==> config.mk <==
export PLATFORM = sky130hd
export DESIGN_NAME = cspm_monitor
export DESIGN_NICKNAME = d
export VERILOG_FILES = /design/src/rtl/cspm_pkg.sv /design/src/rtl/cspm_monitor.sv /design/src/rtl/cspm_seg_timer.sv
export SDC_FILE = /design/constraint.sdc
export NUM_CORES = 1
export LEC_CHECK = 0
export BUFFER_PORTS_ARGS = -buffer_cell sky130_fd_sc_hd__buf_2
export CAP_MARGIN = 30
export CORE_UTILIZATION = 36
export DETAILED_ROUTE_END_ITERATION = 6
export GPL_TIMING_DRIVEN = 0
export PLACE_DENSITY_LB_ADDON = 0.05
export SLEW_MARGIN = 5
export SYNTH_ARGS = -nofsm -noshare
export SYNTH_HDL_FRONTEND = slang
export SYNTH_SLANG_ARGS = --single-unit
==> constraint.sdc <==
create_clock -name clk_sys_i -period 2 [get_ports clk_sys_i]
set_input_delay 0.1 -clock clk_sys_i [delete_from_list [all_inputs] [get_ports clk_sys_i]]
set_output_delay 0.1 -clock clk_sys_i [all_outputs]
set_load 0.01 [all_outputs]
==> src/rtl/cspm_pkg.sv <==
package cspm_pkg;
  localparam int unsigned        REG_W            = 8;
  localparam int unsigned        BIT_TWOWIRE      = 7;
  localparam int unsigned        BIT_SERIAL       = 6;
  localparam int unsigned        BIT_PORTWR       = 5;
  localparam int unsigned        LIMIT_LSB        = 2;
  localparam logic [REG_W-1:0]   MON_EN_RESET     = 8'h00;
  localparam logic [1:0]         LIMIT_NONE       = 2'h0;
  localparam logic [1:0]         LIMIT_TWO        = 2'h1;
  localparam logic [1:0]         LIMIT_FOUR       = 2'h2;
  localparam logic [2:0]         LIMIT_TWO_COUNT  = 3'h2;
  localparam logic [2:0]         LIMIT_FOUR_COUNT = 3'h4;
  localparam int unsigned        SEG_CYCLES       = 16;
  localparam int unsigned        SEG_PER_CONV     = 4;

  typedef enum logic [1:0] {
    CSPM_IDLE   = 2'b00,
    CSPM_SEG    = 2'b01,
    CSPM_SETTLE = 2'b11,
    CSPM_DONE   = 2'b10
  } cspm_state_e;
endpackage : cspm_pkg

==> src/rtl/cspm_monitor.sv <==
`timescale 1ns/100ps
`default_nettype none
module cspm_monitor #(
  parameter int unsigned SEG_CYCLES   = cspm_pkg::SEG_CYCLES,
  parameter int unsigned SEG_PER_CONV = cspm_pkg::SEG_PER_CONV
) (
  // Clock and reset
  input  wire logic                     clk_sys_i,
  input  wire logic                     sys_rst_i,
  // Monitor enable register port
  input  wire logic                     mon_wr_i,
  input  wire logic [cspm_pkg::REG_W-1:0] mon_wdata_i,
  output logic [cspm_pkg::REG_W-1:0]    mon_rdata_o,
  // Control register event flag
  input  wire logic                     flag_clr_i,
  output logic                          pin_monitor_event_flag_o,
  // Output switching activity
  input  wire logic                     twowire_switch_i,
  input  wire logic                     serial_periph_switch_i,
  input  wire logic                     port_write_i,
  // Converter
  input  wire logic                     conv_start_i,
  output logic                          conv_busy_o,
  output logic                          conv_done_o,
  output logic                          seg_restart_o,
  output logic [2:0]                    retry_count_o
);
  localparam int unsigned SW = $clog2(SEG_PER_CONV + 1);

  logic [cspm_pkg::REG_W-1:0] mon_q;
  logic                       flag_q;
  logic [2:0]                 retry_q;
  logic [SW-1:0]              seg_q;
  logic                       hit_q;
  cspm_pkg::cspm_state_e      state_q;
  logic                       disturb;
  logic                       at_limit;
  logic                       retry;
  logic                       seg_end;
  logic                       timer_restart;
  logic                       timer_expired;

  function automatic logic limit_hit(input logic [1:0] sel, input logic [2:0] cnt);
    case (sel)
      cspm_pkg::LIMIT_TWO:  limit_hit = (cnt >= cspm_pkg::LIMIT_TWO_COUNT);
      cspm_pkg::LIMIT_FOUR: limit_hit = (cnt >= cspm_pkg::LIMIT_FOUR_COUNT);
      default:              limit_hit = 1'b0;
    endcase
  endfunction

  // Enables register
  always_ff @(posedge clk_sys_i)
  begin
    if (sys_rst_i)
      mon_q <= cspm_pkg::MON_EN_RESET;
    else if (mon_wr_i)
      mon_q <= mon_wdata_i;
  end
  assign mon_rdata_o = mon_q;

  // Switching on any enabled source
  assign disturb = (mon_q[cspm_pkg::BIT_TWOWIRE] && twowire_switch_i)
                || (mon_q[cspm_pkg::BIT_SERIAL] && serial_periph_switch_i)
                || (mon_q[cspm_pkg::BIT_PORTWR] && port_write_i);

  assign at_limit = limit_hit(mon_q[cspm_pkg::LIMIT_LSB +: 2], retry_q);
  assign seg_end  = (state_q == cspm_pkg::CSPM_SEG) && timer_expired;
  assign retry    = seg_end && (hit_q || disturb) && !at_limit;

  assign timer_restart = (conv_start_i && (state_q == cspm_pkg::CSPM_IDLE)) || seg_end;

  cspm_seg_timer #(
    .CYCLES    (SEG_CYCLES)
  ) u_timer (
    .clk_sys_i (clk_sys_i),
    .sys_rst_i (sys_rst_i),
    .restart_i (timer_restart),
    .run_i     (state_q == cspm_pkg::CSPM_SEG),
    .expired_o (timer_expired)
  );

  // Disturbance seen during the current segment
  always_ff @(posedge clk_sys_i)
  begin
    if (sys_rst_i || timer_restart)
      hit_q <= 1'b0;
    else if (state_q == cspm_pkg::CSPM_SEG && disturb)
      hit_q <= 1'b1;
  end

  // Sequencer
  always_ff @(posedge clk_sys_i)
  begin
    if (sys_rst_i)
      state_q <= cspm_pkg::CSPM_IDLE;
    else
      case (state_q)
        cspm_pkg::CSPM_IDLE:
          if (conv_start_i)
            state_q <= cspm_pkg::CSPM_SEG;
        cspm_pkg::CSPM_SEG:
          if (seg_end && !retry && seg_q == SW'(SEG_PER_CONV - 1))
            state_q <= cspm_pkg::CSPM_SETTLE;
        cspm_pkg::CSPM_SETTLE:
          state_q <= cspm_pkg::CSPM_DONE;
        cspm_pkg::CSPM_DONE:
          state_q <= cspm_pkg::CSPM_IDLE;
        default:
          state_q <= cspm_pkg::CSPM_IDLE;
      endcase
  end

  // Segment index; a retry repeats the same segment
  always_ff @(posedge clk_sys_i)
  begin
    if (sys_rst_i || state_q == cspm_pkg::CSPM_IDLE)
      seg_q <= '0;
    else if (seg_end && !retry)
      seg_q <= seg_q + SW'(1);
  end

  // Retries per conversion
  always_ff @(posedge clk_sys_i)
  begin
    if (sys_rst_i || (state_q == cspm_pkg::CSPM_IDLE && conv_start_i))
      retry_q <= '0;
    else if (retry && retry_q != 3'h7)
      retry_q <= retry_q + 3'h1;
  end

  // Sticky event flag; set wins over clear
  always_ff @(posedge clk_sys_i)
  begin
    if (sys_rst_i)
      flag_q <= 1'b0;
    else if (retry)
      flag_q <= 1'b1;
    else if (flag_clr_i)
      flag_q <= 1'b0;
  end

  assign pin_monitor_event_flag_o = flag_q;
  assign conv_busy_o              = state_q != cspm_pkg::CSPM_IDLE;
  assign conv_done_o              = state_q == cspm_pkg::CSPM_DONE;
  assign seg_restart_o            = retry;
  assign retry_count_o            = retry_q;
endmodule // cspm_monitor
`default_nettype wire

==> src/rtl/cspm_seg_timer.sv <==
`timescale 1ns/100ps
`default_nettype none
// Counts cycles of one conversion segment; restart reloads it
module cspm_seg_timer #(
  parameter int unsigned CYCLES = 16
) (
  // Clock and reset
  input  wire logic clk_sys_i,
  input  wire logic sys_rst_i,
  // Control
  input  wire logic restart_i,
  input  wire logic run_i,
  output logic      expired_o
);
  localparam int unsigned CW = $clog2(CYCLES + 1);
  localparam logic [CW-1:0] LAST = CW'(CYCLES - 1);
  logic [CW-1:0] cnt_q;

  always_ff @(posedge clk_sys_i)
  begin
    if (sys_rst_i || restart_i)
      cnt_q <= '0;
    else if (run_i && cnt_q != LAST)
      cnt_q <= cnt_q + CW'(1);
  end

  assign expired_o = run_i && (cnt_q == LAST);
endmodule // cspm_seg_timer
`default_nettype wire

==> results.yml <==
power:
  p_int_mw: 0.593
  p_sw_frac: 0.254
  ir_worst_vdd_v: 0.000450
  pwr-share-comb: 0.122
  leakagePower_nw: 0.635
  switchingPower_mw: 0.202
  sequentialPowerShare: 0.610
  p_clk_frac: 0.267
  powerDensity_nw_per_um2: 588
worst_setup_path:
  cp-endpoint: "seg_restart_o"
  cp_top_family: "simple AND/OR/NAND/NOR gates"
  critical_path.max_fanout: 5
  cp-startpoint: "u_timer.cnt_q[0]$_SDFFE_PP0P_"
  rrSetupSlack_ns: 0.19
  r2r-start: "u_timer.cnt_q[0]$_SDFFE_PP0P_"
  worst_ep_arrival_time_ns: 1.79
  path_class: "reg -> out"
  critPathMaxStageDelay_ns: 0.37
  crit_slowest_cell: "dfxtp_2"
  r2r_end: "seg_q[2]$_SDFFE_PP0P_"
  worst-endpoint-required_ns: 1.90
  endpoint_kind: "output port"
  crit_buf_inv: 1
  cp-start-kind: "register"
  cp.depth: 6
  cp_cell_sequence: "ha_1, and3_4, ha_4, nand3b_1, nor3_2, buf_2"
  worst-r2r-cell-count: 6
detailed_routing:
  drtIter0Drc: 56
  viasPerCell: 5.03
  post_drt_wl_per_cell_um: 11.5
  routed_wl_um: 2090
  firstDrtPassIters: 6
  drcViolationCount: 2
  num_vias: 916
  ant_nets: 0
timing:
  hold_viol_final: 0
  finalMaxSlewViolations: 0
  period_share: 0.943
  tns_ns: 0
  period_minus_slack_ns: 1.89
  rsz0062_at_grt: "false"
  fmax_mhz: 530
  whs_ns: 0.0227
  tightestPinTransition_ns: 0.524
  skew_ns: 0.00338
  setup_violations: 0
  maxSlewHeadroom: 0.651
final_layout:
  fin_util: 0.478
  layout_common_cells: "30 x buf_2, 21 x dfxtp_1, 18 x nor2_1, 13 x mux2i_1, 9 x nand2_1"
  drive_above_1_share: 0.311
  layout_commonest_cell: "buf_2"
  layout.nets: 177
  area_growth_pct: 23.3
  n_antenna_cell: 0
  num-fill-cells: 293
place:
  dp_hpwl_um: 1630
  place.gp.congestion: 0.688
  port_buffers: 29
floorplanning:
  die_w_um: 57.2
  die_area_um2: 3270
  core_um2: 2830
  initial_utilization: 0.387
  io_pins: 31
  rows: 19
  die_y_um: 57.2
yosys:
  ys_seq_elements: 23
  syn_area_um2: 1100
  syn_inst: 116
  postSynthAreaPerCell_um2: 9.45
  syn_nets: 141
  yosys_warnings: 0
  async_flop_share: 0
  synth_edf_count: 0
  yosys.cell_types.count: 31
  yosysSeqAreaShare: 0.420
  synthFlopType: "dfxtp_1"
clock_network:
  clk_path_buf_depth: 2
  clkLatencyLatePin_ns: 0.31
  htreeDepth: 1
  clk_pin_slew_ns: 0.13
  cts_tree: "built"
  cts_buffers: 3
  clock-sinks: 23
  cts_root_buffer: "clkbuf_4"
worst_hold_path:
  hold_path_class: "in -> reg"
  hold_start: "mon_wdata_i[4]"
status:
  outcome: "complete, but fails checks"
  violations: "DRC"
global_routing:
  grt_pass1_wl_um: 3620
  grt_overflow_total: 0
  grt_antenna_before_repair: 0
  grt_pass1_vias: 870
  grt_usage: 0.144
  grt_max_degree: 14
flow_run:
  drv_cap: 0
==> synth_stat cells, types with 2 or more instances <==
cell type | instances | area share
nor2_1 | 18 | 0.062
and3_1 | 2 | 0.011
o21a_1 | 2 | 0.014
o21ai_0 | 2 | 0.0091
nor3_1 | 3 | 0.014
ha_1 | 9 | 0.10
or3_1 | 2 | 0.011
dfxtp_1 | 23 | 0.42
a21oi_1 | 4 | 0.018
inv_1 | 8 | 0.027
mux2i_1 | 13 | 0.12
nand4_1 | 2 | 0.011
nand2_1 | 9 | 0.031
xor2_1 | 2 | 0.016
==> worst min-delay path, delay by kind of cell <==
family,cells,cell delay (ns)
and+or+nand+nor,1,0.07
buffers and inverters,1,0.07
muxes,1,0.05
==> logic make-up after synthesis <==
kind of cell / count (synthesis) / share of synthesized area
AO/OA/AOI/OAI: 15 / 0.0948
XOR/XNOR: 3 / 0.0240
adder cells (fa/ha/maj): 9 / 0.103
buffers and inverters: 10 / 0.0354
flip-flops: 23 / 0.420
multiplexers: 13 / 0.119
AND/OR/NAND/NOR: 43 / 0.204
==> stage by stage <==
step,power (mW),cell area (um^2),cells,worst slack [ns]
2_1_floorplan,0.551,1100,116,0.365
3_3_place_gp,0.585,1280,176,0.139
3_5_place_dp,0.589,1280,176,0.111
4_1_cts,0.804,1320,181,0.0139
5_1_grt,0.836,1350,182,0.0115
6_report,0.794,1350,182,0.113
==> layout make-up <==
cell class	count	area, um^2	share of cell area
multi-input combinational	83	623	0.461
sequential	23	463	0.343
timing repair buffer	31	160	0.119
tap	31	38.8	0.0287
inverter	8	30.0	0.0222
clock buffer	3	22.5	0.0167
buffer	2	8.76	0.00648
clock inverter	1	5.00	0.00370
==> worst min-delay path by stage <==
stage          cells past startpoint                     endpoint  slack [ns]
6_report                           3  mon_rdata_o[4]$_SDFFE_PP0P_        0.02
5_1_grt                            3  mon_rdata_o[4]$_SDFFE_PP0P_        0.02
4_1_cts                            3  mon_rdata_o[0]$_SDFFE_PP0P_        0.01
3_5_place_dp                       3  mon_rdata_o[4]$_SDFFE_PP0P_        0.35
3_3_place_gp                       3  mon_rdata_o[3]$_SDFFE_PP0P_        0.33
2_1_floorplan                      2  mon_rdata_o[0]$_SDFFE_PP0P_        0.25
==> state kept, by name, indices dropped and copies added, names as in the netlist <==
signal / cells
mon_rdata_o: 8
seg_q: 3
u_timer.cnt_q: 5
state_q: 2
retry_count_o: 3
hit_q: 1
pin_monitor_event_flag_o: 1
==> power groups by stage <==
stage	Clock (mW)	Sequential [mW]	Combinational (mW)
floorplan	0	0.498	0.0538
global placement	0	0.494	0.0913
detailed placement	0	0.495	0.0942
global route	0.238	0.488	0.111
finish	0.212	0.485	0.0971
CTS	0.225	0.485	0.0947
==> repair_timing <==
item / in CTS / in global routing
resized for setup: 1 / 6
endpoints found under the setup margin: 1 / 7
hold buffers: 0 / 0
pin swaps: 1 / 1
setup buffers: 1 / 1
==> per-layer routing <==
metal  vias up  track usage  routed length (um)
met1       421        0.172                1010
met2        21        0.250                 955
met3         2       0.0476                 111
met4         0       0.0314                  19
li1        472            -                   -
met5         -            0                   0
Note: power is estimated with default switching activity, not from simulation.
